File: config.mk
export PLATFORM = sky130hd
export DESIGN_NAME = stl_stall_detector
export DESIGN_NICKNAME = d
export VERILOG_FILES = /design/src/include/stl_pkg.sv /design/src/core/stl_stall_detector.sv /design/src/core/stl_down_counter.sv /design/src/core/stl_integrator.sv
export VERILOG_INCLUDE_DIRS = /design/src /design/src/include
export SDC_FILE = /design/constraint.sdc
export NUM_CORES = 1
export LEC_CHECK = 0
export BUFFER_PORTS_ARGS = -buffer_cell sky130_fd_sc_hd__buf_4
export CORE_MARGIN = 2
export CORE_UTILIZATION = 34
export CTS_BUF_LIST = sky130_fd_sc_hd__clkbuf_8
export DETAILED_ROUTE_END_ITERATION = 8
export PLACE_DENSITY_LB_ADDON = 0.08
export SETUP_SLACK_MARGIN = 0.2
export SLEW_MARGIN = 10
export SYNTH_ARGS = -nofsm -noshare
export SYNTH_HDL_FRONTEND = slang
export SYNTH_SLANG_ARGS = --single-unit
File: constraint.sdc
create_clock -name mclk -period 10.8 [get_ports mclk]
set_input_delay 1.62 -clock mclk [delete_from_list [all_inputs] [get_ports mclk]]
set_output_delay 1.62 -clock mclk [all_outputs]
set_load 0.01 [all_outputs]
File: src/include/stl_defs.svh
// register indices, field positions, reset values and divider settings of the stall detector
`ifndef STL_DEFS_SVH
`define STL_DEFS_SVH

// register indices; byte address on the bus is four times the index
`define STL_IDX_RTZ_CTL 3'h0
`define STL_IDX_CNT_CTL 3'h1
`define STL_IDX_DET_CTL 3'h2
`define STL_IDX_DET_FLG 3'h3
`define STL_IDX_CNT_HI 3'h4
`define STL_IDX_CNT_LO 3'h5
`define STL_IDX_ACC_HI 3'h6
`define STL_IDX_ACC_LO 3'h7

// return_zero_control fields
`define STL_RTZ_INTEGRATE 7
`define STL_RTZ_DRIVE 6
`define STL_RTZ_RECIRC 5
`define STL_RTZ_POLARITY 4
`define STL_RTZ_MOTOR 2
`define STL_RTZ_STEP_HI 1
`define STL_RTZ_STEP_LO 0

// down_counter_control fields
`define STL_CNT_RUN 7
`define STL_CNT_PRE_HI 1
`define STL_CNT_PRE_LO 0

// detector_control: enable and interrupt masks; detector_flags: same low bits
`define STL_DET_RTZ_ENABLE 7
`define STL_EVT_COUNTER 0
`define STL_EVT_SATURATE 1
`define STL_FLG_MODE_HI 5
`define STL_FLG_MODE_LO 4

// reset values
`define STL_RST_CTL 8'h00
`define STL_RST_COUNT 16'h0000

// prescaler: divide by 4 to the power of the select field
`define STL_PRE_SHIFT 2
`define STL_PRE_WIDTH 6

// bus answers
`define STL_RESP_OKAY 2'h0
`define STL_RESP_SLVERR 2'h2
`define STL_RESP_DECERR 2'h3
`define STL_REG_SPAN 32'h0000_0020

`endif

File: src/include/stl_pkg.sv
// types shared by the stall detector files
package stl_pkg;

  typedef enum logic [1:0] {
    STL_BLANK_NO_DRIVE = 2'b00,
    STL_BLANK_DRIVE = 2'b01,
    STL_CONVERSION = 2'b10,
    STL_INTEGRATION = 2'b11
  } stl_mode_t;

  typedef struct packed {
    logic integrateEnable;
    logic driveCoilEnable;
    logic recircLowSide;
    logic integrationPolarity;
    logic spare;
    logic motorSelect;
    logic [1:0] step;
  } stl_rtz_ctl_t;

  typedef struct packed {
    logic motorSelect;
    logic senseSine;
    logic polarity;
    logic converterReset;
  } stl_sense_t;

endpackage

File: src/core/stl_stall_detector.sv
// stall detector top: register bus, coil bridge gates, sense routing, counter, accumulator
//
// The implementer's own choice: the AXI4-Lite interface to the registers.
`timescale 1ns/10ps
`include "stl_defs.svh"
// register map, byte address four times the index
// 0 return_zero_control: 7 integrate, 6 drive, 5 low-side recirculation, 4 polarity,
//   2 motor select, 1:0 step
// 1 down_counter_control: 7 run, 1:0 prescale, a power of four
// 2 detector_control: 7 return_zero_enable, 1 saturate mask, 0 counter mask
// 3 detector_flags: 5:4 mode, 1 saturated, 0 counter zero; a read clears 1:0
// 4, 5 counter modulus high and low; a write reloads, a read gives the live count
// 6, 7 accumulator high and low, read only
module stl_stall_detector #(
  parameter int CNT_WIDTH = 16,
  parameter int ACC_WIDTH = 16
) (
  input wire logic mclk,
  input wire logic rst,
  input wire logic [31:0] s_axi_awaddr,
  input wire logic s_axi_awvalid,
  output logic s_axi_awready,
  input wire logic [31:0] s_axi_wdata,
  input wire logic [3:0] s_axi_wstrb,
  input wire logic s_axi_wvalid,
  output logic s_axi_wready,
  output logic [1:0] s_axi_bresp,
  output logic s_axi_bvalid,
  input wire logic s_axi_bready,
  input wire logic [31:0] s_axi_araddr,
  input wire logic s_axi_arvalid,
  output logic s_axi_arready,
  output logic [31:0] s_axi_rdata,
  output logic [1:0] s_axi_rresp,
  output logic s_axi_rvalid,
  input wire logic s_axi_rready,
  input wire logic sdBit,
  output logic [7:0] bridgeGatesA,
  output logic [7:0] bridgeGatesB,
  output stl_pkg::stl_sense_t sense,
  output logic irq
);
  // control registers
  stl_pkg::stl_rtz_ctl_t return_zero_control_q;
  logic [7:0] cntCtl_q;
  logic [7:0] detCtl_q;
  logic [1:0] flags_q;
  logic [1:0] flags_d;

  // bus state
  logic awready_q;
  logic wready_q;
  logic bvalid_q;
  logic [1:0] bresp_q;
  logic arready_q;
  logic rvalid_q;
  logic [31:0] rdata_q;
  logic [1:0] rresp_q;

  // pin-side state
  logic [7:0] gatesA_q;
  logic [7:0] gatesB_q;
  stl_pkg::stl_sense_t sense_q;
  logic irq_q;

  // write decode
  logic wrFire;
  logic wrMapped;
  logic wrLane;
  logic [2:0] wrIdx;
  logic [7:0] wrByte;
  logic wrRtz;
  logic wrCnt;
  logic wrDet;
  logic wrCntHi;
  logic wrCntLo;

  // read decode
  logic rdFire;
  logic rdMapped;
  logic [2:0] rdIdx;
  logic [7:0] rdByte;
  logic rdFlags;

  // block datapath
  logic [CNT_WIDTH-1:0] count;
  logic counterZero;
  logic [ACC_WIDTH-1:0] accSum;
  logic accSaturate;
  logic rtzEnable;
  stl_pkg::stl_mode_t mode;
  logic [1:0] events;
  logic [7:0] gates;

  assign wrFire = awready_q && s_axi_awvalid && s_axi_wvalid;
  assign wrMapped = s_axi_awaddr < `STL_REG_SPAN;
  assign wrLane = s_axi_wstrb[0];
  assign wrIdx = s_axi_awaddr[4:2];
  assign wrByte = s_axi_wdata[7:0];
  assign wrRtz = wrFire && wrMapped && wrLane && (wrIdx == `STL_IDX_RTZ_CTL);
  assign wrCnt = wrFire && wrMapped && wrLane && (wrIdx == `STL_IDX_CNT_CTL);
  assign wrDet = wrFire && wrMapped && wrLane && (wrIdx == `STL_IDX_DET_CTL);
  assign wrCntHi = wrFire && wrMapped && wrLane && (wrIdx == `STL_IDX_CNT_HI);
  assign wrCntLo = wrFire && wrMapped && wrLane && (wrIdx == `STL_IDX_CNT_LO);

  assign rdFire = arready_q && s_axi_arvalid;
  assign rdMapped = s_axi_araddr < `STL_REG_SPAN;
  assign rdIdx = s_axi_araddr[4:2];
  assign rdFlags = rdFire && rdMapped && (rdIdx == `STL_IDX_DET_FLG);

  assign rtzEnable = detCtl_q[`STL_DET_RTZ_ENABLE];
  // mode from the integrate and drive bits
  assign mode = stl_pkg::stl_mode_t'({return_zero_control_q.integrateEnable,
                                      return_zero_control_q.driveCoilEnable});
  assign events = {accSaturate, counterZero};
  // sticky flags: a new event wins over the clear by read
  assign flags_d = (rdFlags ? 2'h0 : flags_q) | events;

  // accumulator bytes read only; writes to 6 and 7 are dropped
  // flags are read before the clear of the same edge takes effect
  always_comb begin
    case (rdIdx)
      `STL_IDX_RTZ_CTL: rdByte = return_zero_control_q;
      `STL_IDX_CNT_CTL: rdByte = cntCtl_q;
      `STL_IDX_DET_CTL: rdByte = detCtl_q;
      `STL_IDX_DET_FLG: rdByte = {2'h0, mode, 2'h0, flags_q};
      `STL_IDX_CNT_HI: rdByte = count[CNT_WIDTH-1:8];
      `STL_IDX_CNT_LO: rdByte = count[7:0];
      `STL_IDX_ACC_HI: rdByte = accSum[ACC_WIDTH-1:8];
      `STL_IDX_ACC_LO: rdByte = accSum[7:0];
      default: rdByte = 8'h00;
    endcase
  end

  // bridge gates T1..T8 in bits 0..7: T1/T4 and T2/T3 cosine, T5/T8 and T6/T7 sine
  always_comb begin
    gates = 8'h00;
    if (rtzEnable) begin
      if (return_zero_control_q.driveCoilEnable) begin
        case (return_zero_control_q.step)
          2'b00: gates = gates | 8'h09;
          2'b01: gates = gates | 8'h90;
          2'b10: gates = gates | 8'h06;
          2'b11: gates = gates | 8'h60;
          default: gates = 8'h00;
        endcase
      end
      // blanking recirculates the non-driven coil; integration leaves it floating
      if (!return_zero_control_q.integrateEnable) begin
        case ({return_zero_control_q.step[0], return_zero_control_q.recircLowSide})
          2'b00: gates = gates | 8'h50;
          2'b01: gates = gates | 8'hA0;
          2'b10: gates = gates | 8'h05;
          2'b11: gates = gates | 8'h0A;
          default: gates = 8'h00;
        endcase
      end
    end
  end

  // counter and accumulator keep their own state; the top only routes bytes
  stl_down_counter #(
    .WIDTH(CNT_WIDTH)
  ) u_counter (
    .mclk(mclk),
    .rst(rst),
    .run(cntCtl_q[`STL_CNT_RUN]),
    .preSel(cntCtl_q[`STL_CNT_PRE_HI:`STL_CNT_PRE_LO]),
    .wrHigh(wrCntHi),
    .wrLow(wrCntLo),
    .wrByte(wrByte),
    .count(count),
    .zeroPulse(counterZero)
  );

  stl_integrator #(
    .WIDTH(ACC_WIDTH)
  ) u_integrator (
    .mclk(mclk),
    .rst(rst),
    .enable(return_zero_control_q.integrateEnable),
    .polarity(return_zero_control_q.integrationPolarity),
    .sdBit(sdBit),
    .sum(accSum),
    .saturatePulse(accSaturate)
  );

  // control register writes
  // only byte lane 0 carries register data
  always_ff @(posedge mclk) begin
    if (rst) begin
      return_zero_control_q <= `STL_RST_CTL;
      cntCtl_q <= `STL_RST_CTL;
      detCtl_q <= `STL_RST_CTL;
    end else begin
      if (wrRtz) begin
        return_zero_control_q <= wrByte;
      end
      if (wrCnt) begin
        cntCtl_q <= wrByte;
      end
      if (wrDet) begin
        detCtl_q <= wrByte;
      end
    end
  end

  // status flags and interrupt
  // irq follows the flags in the same cycle, so a mask change acts one cycle late
  always_ff @(posedge mclk) begin
    if (rst) begin
      flags_q <= 2'h0;
      irq_q <= 1'b0;
    end else begin
      flags_q <= flags_d;
      irq_q <= |(flags_d & detCtl_q[1:0]);
    end
  end

  // only the selected motor sees its gates; the other bridge stays off
  // gates and sense lag control writes by one cycle
  always_ff @(posedge mclk) begin
    if (rst) begin
      gatesA_q <= 8'h00;
      gatesB_q <= 8'h00;
      sense_q <= '0;
    end else begin
      gatesA_q <= return_zero_control_q.motorSelect ? 8'h00 : gates;
      gatesB_q <= return_zero_control_q.motorSelect ? gates : 8'h00;
      sense_q.motorSelect <= return_zero_control_q.motorSelect;
      sense_q.senseSine <= ~return_zero_control_q.step[0];
      sense_q.polarity <= return_zero_control_q.integrationPolarity;
      sense_q.converterReset <= ~return_zero_control_q.integrateEnable;
    end
  end

  // write channel: address and data taken together
  // ready pulses once both valids stand and no answer is pending
  always_ff @(posedge mclk) begin
    if (rst) begin
      awready_q <= 1'b0;
      wready_q <= 1'b0;
      bvalid_q <= 1'b0;
      bresp_q <= `STL_RESP_OKAY;
    end else begin
      awready_q <= s_axi_awvalid && s_axi_wvalid && !awready_q && !bvalid_q;
      wready_q <= s_axi_awvalid && s_axi_wvalid && !awready_q && !bvalid_q;
      if (wrFire) begin
        bvalid_q <= 1'b1;
        bresp_q <= !wrMapped ? `STL_RESP_DECERR : `STL_RESP_OKAY;
      end else if (s_axi_bready) begin
        bvalid_q <= 1'b0;
      end
    end
  end

  // read channel
  // rvalid stands until rready; no new address is taken meanwhile
  always_ff @(posedge mclk) begin
    if (rst) begin
      arready_q <= 1'b0;
      rvalid_q <= 1'b0;
      rdata_q <= 32'h0000_0000;
      rresp_q <= `STL_RESP_OKAY;
    end else begin
      arready_q <= s_axi_arvalid && !arready_q && !rvalid_q;
      if (rdFire) begin
        rvalid_q <= 1'b1;
        rdata_q <= rdMapped ? {24'h00_0000, rdByte} : 32'h0000_0000;
        rresp_q <= rdMapped ? `STL_RESP_OKAY : `STL_RESP_DECERR;
      end else if (s_axi_rready) begin
        rvalid_q <= 1'b0;
      end
    end
  end

  assign s_axi_awready = awready_q;
  assign s_axi_wready = wready_q;
  assign s_axi_bvalid = bvalid_q;
  assign s_axi_bresp = bresp_q;
  assign s_axi_arready = arready_q;
  assign s_axi_rvalid = rvalid_q;
  assign s_axi_rdata = rdata_q;
  assign s_axi_rresp = rresp_q;
  assign bridgeGatesA = gatesA_q;
  assign bridgeGatesB = gatesB_q;
  assign sense = sense_q;
  assign irq = irq_q;
endmodule

File: src/core/stl_down_counter.sv
// prescaled 16-bit modulus down counter with reload
`timescale 1ns/10ps
`include "stl_defs.svh"
module stl_down_counter #(
  parameter int WIDTH = 16
) (
  input wire logic mclk,
  input wire logic rst,
  input wire logic run,
  input wire logic [1:0] preSel,
  input wire logic wrHigh,
  input wire logic wrLow,
  input wire logic [7:0] wrByte,
  output logic [WIDTH-1:0] count,
  output logic zeroPulse
);
  logic [`STL_PRE_WIDTH-1:0] pre_q;
  logic [WIDTH-1:0] modulus_q;
  logic [WIDTH-1:0] count_q;
  logic zero_q;
  logic [`STL_PRE_WIDTH-1:0] preMask;
  logic tick;
  logic [WIDTH-1:0] newModulus;

  assign preMask = `STL_PRE_WIDTH'((1 << (`STL_PRE_SHIFT * preSel)) - 1);
  assign tick = run && ((pre_q & preMask) == preMask);
  assign newModulus = wrHigh ? {wrByte, modulus_q[7:0]} :
                      wrLow ? {modulus_q[WIDTH-1:8], wrByte} : modulus_q;
  assign count = count_q;
  assign zeroPulse = zero_q;

  always_ff @(posedge mclk) begin
    if (rst || !run) begin
      pre_q <= '0;
    end else begin
      pre_q <= pre_q + 1'b1;
    end
  end

  // a write reloads the count; otherwise count down, reload on the tick after reaching zero
  always_ff @(posedge mclk) begin
    if (rst) begin
      modulus_q <= `STL_RST_COUNT;
      count_q <= `STL_RST_COUNT;
      zero_q <= 1'b0;
    end else if (wrHigh || wrLow) begin
      modulus_q <= newModulus;
      count_q <= newModulus;
      zero_q <= 1'b0;
    end else begin
      zero_q <= tick && (count_q == WIDTH'(1));
      if (tick) begin
        count_q <= (count_q == '0) ? modulus_q : count_q - 1'b1;
      end
    end
  end
endmodule

File: src/core/stl_integrator.sv
// back-emf accumulator fed by the sigma-delta bit stream
`timescale 1ns/10ps
module stl_integrator #(
  parameter int WIDTH = 16
) (
  input wire logic mclk,
  input wire logic rst,
  input wire logic enable,
  input wire logic polarity,
  input wire logic sdBit,
  output logic [WIDTH-1:0] sum,
  output logic saturatePulse
);
  localparam logic signed [WIDTH-1:0] MAXV = {1'b0, {(WIDTH-1){1'b1}}};
  localparam logic signed [WIDTH-1:0] MINV = {1'b1, {(WIDTH-1){1'b0}}};
  logic signed [WIDTH-1:0] sum_q;
  logic sat_q;
  logic up;
  logic atLimit;

  // polarity swaps which coil end feeds the converter
  assign up = sdBit ^ polarity;
  assign atLimit = up ? (sum_q == MAXV) : (sum_q == MINV);
  assign sum = sum_q;
  assign saturatePulse = sat_q;

  always_ff @(posedge mclk) begin
    if (rst || !enable) begin
      sum_q <= '0;
      sat_q <= 1'b0;
    end else begin
      sat_q <= atLimit;
      if (!atLimit) begin
        sum_q <= up ? sum_q + 1'b1 : sum_q - 1'b1;
      end
    end
  end
endmodule

==> results of run 1 <==
## power groups by stage
stage	sequential [mW]	combinational [mW]	clock, mW
3_5_place_dp	0.443	0.0668	0
3_3_place_gp	0.443	0.0658	0
5_1_grt	0.433	0.0733	0.501
2_1_floorplan	0.444	0.0384	0
6_report	0.433	0.0670	0.467
4_1_cts	0.433	0.0668	0.479
## final cells by class
type | count | area (um^2) | area share
multi-input combinational | 578 | 3560 | 0.470
sequential | 117 | 2340 | 0.309
timing repair buffer | 116 | 871 | 0.115
tap | 229 | 287 | 0.0377
clock buffer | 20 | 275 | 0.0363
clock inverter | 12 | 184 | 0.0242
inverter | 18 | 67.6 | 0.00890
## metal layers
layer | vias up | wire length [um] | track usage
met2 | 114 | 8700 | 0.312
met1 | 2659 | 8360 | 0.240
li1 | 2813 | - | -
met4 | 0 | 335 | 0.0617
met5 | - | 0 | 0
met3 | 17 | 696 | 0.0396
## cells in the final DEF (no fill, tap or decap), types with 9 or more instances in the layout
master and n:
nor4_1 15, o21ai_0 36, nand3_1 16, inv_1 20, a21oi_1 58, nor3_1 17, a21o_1 13, nor2_1 111
mux2i_1 40, and3_1 13, nand2_1 70, dfxtp_1 117, ha_1 18, clkbuf_8 20, conb_1 24, buf_4 116
o211ai_1 9
## cells by family (layout without fill, tap and decap cells)
kind of cell             count (synthesis)  in the layout  synth area share
XOR/XNOR                                14             14            0.0197
multiplexers                            49             49            0.0858
buffers and inverters                   81            166            0.0670
AO/OA/AOI/OAI                          176            176             0.181
other                                    1             24          0.000601
adder cells (fa/ha/maj)                 19             19            0.0393
flip-flops                             117            117             0.375
AND/OR/NAND/NOR                        296            296             0.231
## stage by stage
stage / hold WS (ps) / power (mW) / setup slack [ps] / std cells / area (um^2)
finish: 449 / 0.967 / 5840 / 1090 / 7590
global route: 479 / 1.01 / 5530 / 1090 / 7590
CTS: 458 / 0.979 / 5860 / 1090 / 7590
detailed placement: 449 / 0.510 / 5350 / 1058 / 7130
global placement: 436 / 0.509 / 5450 / 1058 / 7130
floorplan: 436 / 0.482 / 6290 / 776 / 6320
## state kept, by name, summed over array words and instances, names as in the netlist, 2 cells and up
register	count
s_axi_rdata	8
u_integrator.sum	16
cntCtl_q	8
bridgeGatesB	8
return_zero_control_q	6
sense	4
u_counter.count	16
u_counter.pre_q	6
mode	2
bridgeGatesA	8
detCtl_q	8
u_counter.modulus_q	16
flags_q	2
## worst max-delay path by stage
stage	from	end	slack [ps]	depth (start not counted)
floorplan	sdBit	u_integrator.sum[15]	6290	10
global placement	sdBit	u_integrator.sum[13]	5450	11
detailed placement	sdBit	u_integrator.sum[13]	5350	11
CTS	sdBit	u_integrator.sum[13]	5860	11
global route	sdBit	u_integrator.sum[13]	5530	11
finish	sdBit	u_integrator.sum[13]	5840	11
## cells in the mapped netlist (all sizes together), types with 4 or more instances
| master | n |
|---|---|
| a211oi | 5 |
| a21o | 13 |
| a21oi | 60 |
| a221oi | 5 |
| a22o | 8 |
| a31oi | 4 |
| and2 | 4 |
| and3 | 13 |
| buf | 35 |
| clkbuf | 28 |
| dfxtp | 117 |
| ha | 18 |
| inv | 17 |
| mux2 | 6 |
| mux2i | 40 |
| nand2 | 70 |
| nand2b | 7 |
| nand3 | 17 |
| nand3b | 6 |
| nor2 | 115 |
| nor2b | 6 |
| nor3 | 17 |
| nor3b | 6 |
| nor4 | 17 |
| o211ai | 9 |
| o21a | 4 |
| o21ai | 36 |
| o221ai | 7 |
| o22ai | 5 |
| or3 | 5 |
| xnor2 | 8 |
| xor2 | 6 |
## worst max-delay path: cells and delay by family
family | cells | cell delay [ps]
buffers and inverters | 2 | 790
XOR/XNOR | 1 | 360
multiplexers | 1 | 160
AND/OR/NAND/NOR | 5 | 1570
AO/OA/AOI/OAI | 1 | 70
adder cells (fa/ha/maj) | 1 | 650
==> impl_metrics.env, run 1 <==
export IMPL_cp_max_fo=21
export IMPL_holdPathStages=1
export IMPL_p_sw_frac=0.222
export IMPL_grt_total_usage=0.187
export IMPL_io_buffers=114
export IMPL_seq_area_frac_synth=0.375
export IMPL_drive_gt1_frac=0.200
export IMPL_relSlewSlack=0.262
export IMPL_grt_max_degree=72
export IMPL_synth_area_top_cells="dfxtp_1 (38%), nor2_1 (6.7%), mux2i_1 (6.4%)"
export IMPL_diodes=0
export IMPL_net_switching_power_mw=0.215
export IMPL_ys_dominant_reg_cell="dfxtp_1"
export IMPL_grt_pass1_vias=5506
export IMPL_r2r_cells=10
export IMPL_endpoint_kind="flop"
export IMPL_dpl_hpwl_um=13300
export IMPL_place_congestion=0.839
export IMPL_slowest_stage="clkinv_1"
export IMPL_hold_path_class="flop to flop"
export IMPL_ios=170
export IMPL_crit_type="primary input to flop"
export IMPL_peakVddDrop_v=0.0000754
export IMPL_clkPwrFrac=0.482
export IMPL_syn_area_um2=6240
export IMPL_nNetsFinal=975
export IMPL_coreArea_um2=18000
export IMPL_num_rows=49
export IMPL_htree_levels=4
export IMPL_path_clk_slew_ps=70
export IMPL_synth_edf_count=0
export IMPL_p_int_mw=0.752
export IMPL_cts_tree="done"
export IMPL_setup_viol=0
export IMPL_hp_start="s_axi_bvalid"
export IMPL_avgViaCountPerCell=5.14
export IMPL_yosys_area_top_type="dfxtp_1"
export IMPL_fillCellCount=1812
export IMPL_status="finished clean"
export IMPL_die_x_um=139
export IMPL_critPathLaunchType="primary input"
export IMPL_drv_cap=0
export IMPL_syn2layout_area_growth_pct=21.7
export IMPL_p_seq_frac=0.448
export IMPL_netlist_instances=753
export IMPL_synthArstFlopShare=0
export IMPL_synth_top_area_share=0.375
export IMPL_cp_slowest_stage_delay_ps=680
export IMPL_setup_tns_ps=0
export IMPL_worst_endpoint_required_ps=11100
export IMPL_globalRoute_totalOverflow=0
export IMPL_hold_end="s_axi_wready"
export IMPL_cts_resized=0
export IMPL_synth_distinct_cells=67
export IMPL_worstPathArrival_ps=5250
export IMPL_skew_ps=10.3
export IMPL_drc=0
export IMPL_wl_per_cell_um=16.6
export IMPL_num_vias=5603
export IMPL_grt_pass1_wl_um=28900
export IMPL_path_cells="buf_4 > xor2_1 > clkinv_1 > ha_1 > and3_1 > nand3_1 > nor4_1 > nand2_1 > nand3b_1 > mux2_2 > a31oi_1"
export IMPL_clock_sinks=117
export IMPL_maxClockFrequency_mhz=202
export IMPL_cts_setup_buffers=0
export IMPL_post_synth_cell_area_avg_um2=8.28
export IMPL_antenna_found_initial=0
export IMPL_period_share=0.459
export IMPL_worst_pin_slew_ps=1110
export IMPL_finalHoldViolCount=0
export IMPL_dieArea_um2=19400
export IMPL_postCtsHoldBufs=0
export IMPL_wl_um=18100
export IMPL_maxSlewViolCount=0
export IMPL_comb_power_share=0.069
export IMPL_fin_util=0.423
export IMPL_rsz0062_at_grt="no"
export IMPL_numCtsBuffers=17
export IMPL_r2r_slack_ps=6690
export IMPL_r2r_start="return_zero_control_q[4]"
export IMPL_clockBufferDepth=2
export IMPL_ant_nets=0
export IMPL_yosysWarnings=0
export IMPL_initial_core_util=0.347
export IMPL_period_minus_slack_ps=4960
export IMPL_clk_latency_ps=440
export IMPL_cts_root_buf="clkbuf_8"
export IMPL_die_h_um=139
export IMPL_dr_pass1_iters=4
export IMPL_worstReg2RegEnd="u_integrator.sum[13]"
export IMPL_synth_seq_cells=117
export IMPL_drt_iter0_drc=382
export IMPL_p_leak_nw=3.27
export IMPL_pwr_density_cell_nw_per_um2=127
Note: power is estimated with default switching activity, not from simulation.
==> run 2: changes to the inputs <==
==> constraint.sdc (replaced) <==
create_clock -name mclk -period 4.15 [get_ports mclk]
set_input_delay 0.6225 -clock mclk [delete_from_list [all_inputs] [get_ports mclk]]
set_output_delay 0.6225 -clock mclk [all_outputs]
set_load 0.01 [all_outputs]
==> run 2 against run 1 <==
Compared with the run above: final area down 0.36%; core utilization down 0.15 points; sequential power rose to 2.6 times the previous value; clock-buffer cell count up 1; first-iteration DRC count up 2.1%; final cell count up 0.37%; clock power up 120%; die area unchanged; clock skew down 4.3 ps; non-clock buffer count up 8.
==> impl_metrics.env, run 2 (synthesis gave the netlist of run 1 again) <==
export IMPL_p_leak_nw=3.27
export IMPL_maxSlewViolCount=0
export IMPL_coreArea_um2=18000
export IMPL_cp_max_fo=8
export IMPL_dr_pass1_iters=6
export IMPL_io_buffers=114
export IMPL_initial_core_util=0.347
export IMPL_drt_iter0_drc=390
export IMPL_die_x_um=139
export IMPL_hold_end="s_axi_wready"
export IMPL_hp_start="s_axi_awvalid"
export IMPL_dieArea_um2=19400
export IMPL_critPathLaunchType="flop"
export IMPL_avgViaCountPerCell=5.25
export IMPL_grt_total_usage=0.186
export IMPL_r2r_slack_ps=770
export IMPL_cts_setup_buffers=0
export IMPL_ant_nets=0
export IMPL_setup_slack_ps=772
export IMPL_peakVddDrop_v=0.000191
export IMPL_grt_max_degree=41
export IMPL_drv_cap=0
export IMPL_clock_sinks=117
export IMPL_grt_pass1_wl_um=29000
export IMPL_wl_um=18100
export IMPL_r2r_cells=10
export IMPL_worstPathArrival_ps=3680
export IMPL_worst_endpoint_required_ps=4450
export IMPL_worstReg2RegEnd="u_integrator.sum[15]"
export IMPL_cts_root_buf="clkbuf_8"
export IMPL_finalHoldViolCount=0
export IMPL_path_clk_slew_ps=60
export IMPL_die_h_um=139
export IMPL_antenna_found_initial=0
export IMPL_holdWs_ps=427
export IMPL_htree_levels=4
export IMPL_rsz0062_at_grt="no"
export IMPL_clockBufferDepth=2
export IMPL_crit_type="flop to flop"
export IMPL_drive_gt1_frac=0.205
export IMPL_post_dp_cell_area_um2=7190
export IMPL_hold_path_class="primary input to flop"
export IMPL_syn2layout_area_growth_pct=21.2
export IMPL_endpoint_kind="flop"
export IMPL_dpl_hpwl_um=13400
export IMPL_globalRoute_totalOverflow=0
export IMPL_maxClockFrequency_mhz=296
export IMPL_setup_tns_ps=0
export IMPL_postCtsHoldBufs=0
export IMPL_fin_util=0.421
export IMPL_postLayoutCellArea_um2=7560
export IMPL_post_place_ws_ps=534
export IMPL_final_common_cell="buf_4"
export IMPL_num_rows=49
export IMPL_holdPathStages=3
export IMPL_wl_per_cell_um=16.6
export IMPL_cts_tree="done"
export IMPL_drc=0
export IMPL_power_mw=2.31
export IMPL_diodes=0
export IMPL_period_minus_slack_ps=3380
export IMPL_num_vias=5739
export IMPL_place_congestion=0.856
export IMPL_fin_cells=1094
export IMPL_mostFrequentLayoutCells="buf_4 (124), dfxtp_1 (117), nor2_1 (111)"
export IMPL_clk_latency_ps=440
export IMPL_grt_pass1_vias=5559
export IMPL_setup_viol=0
export IMPL_ios=170
export IMPL_status="finished clean"
export IMPL_numPlacedInstances=1066
export IMPL_relSlewSlack=0.548
export IMPL_period_share=0.814
export IMPL_worst_pin_slew_ps=675
export IMPL_skew_ps=6.05
export IMPL_numCtsBuffers=17
export IMPL_pwr_density_cell_nw_per_um2=306
export IMPL_r2r_start="return_zero_control_q[4]"
export IMPL_cts_resized=0
export IMPL_nNetsFinal=983
run 2: layout make-up:
type / count / area (um^2)
fill: 1795 / 10400
multi-input combinational: 578 / 3560
sequential: 117 / 2340
timing repair buffer: 124 / 931
clock buffer: 21 / 289
tap: 229 / 287
clock inverter: 7 / 82.6
inverter: 18 / 67.6
run 2: worst max path at each step:
stage / start / end / slack (ps) / cells after the start
2_1_floorplan: sdBit / u_integrator.sum[15] / 640 / 10
3_3_place_gp: sdBit / u_integrator.sum[15] / 580 / 11
3_5_place_dp: sdBit / u_integrator.sum[15] / 530 / 11
4_1_cts: return_zero_control_q[4] / u_integrator.sum[15] / 750 / 10
5_1_grt: return_zero_control_q[4] / u_integrator.sum[15] / 620 / 10
6_report: return_zero_control_q[4] / u_integrator.sum[15] / 770 / 10
run 2: per-layer routing:
metal  global-route usage  vias up  share of wire
li1                     -     2842              -
met1                0.238     2735           0.46
met2                0.305      133           0.47
met3               0.0413       29          0.044
met4               0.0760        0          0.024
met5                    0        -              0
run 2: worst max-delay path: stages, from the launching register on:
cell	delay, ps
dfxtp_1	420
xor2_1	220
clkinv_1	300
ha_1	430
and3_1	210
a221oi_2	370
o211ai_1	190
a41oi_1	470
mux2_2	400
mux2i_1	140
a21oi_1	80
run 2: report_power, final:
group          switching [mW]  total, mW  leakage (nW)  internal (mW)
logic                  0.0959      0.176          2.13         0.0800
clock network           0.435       1.01         0.202          0.576
registers             0.00207       1.13         0.943           1.13
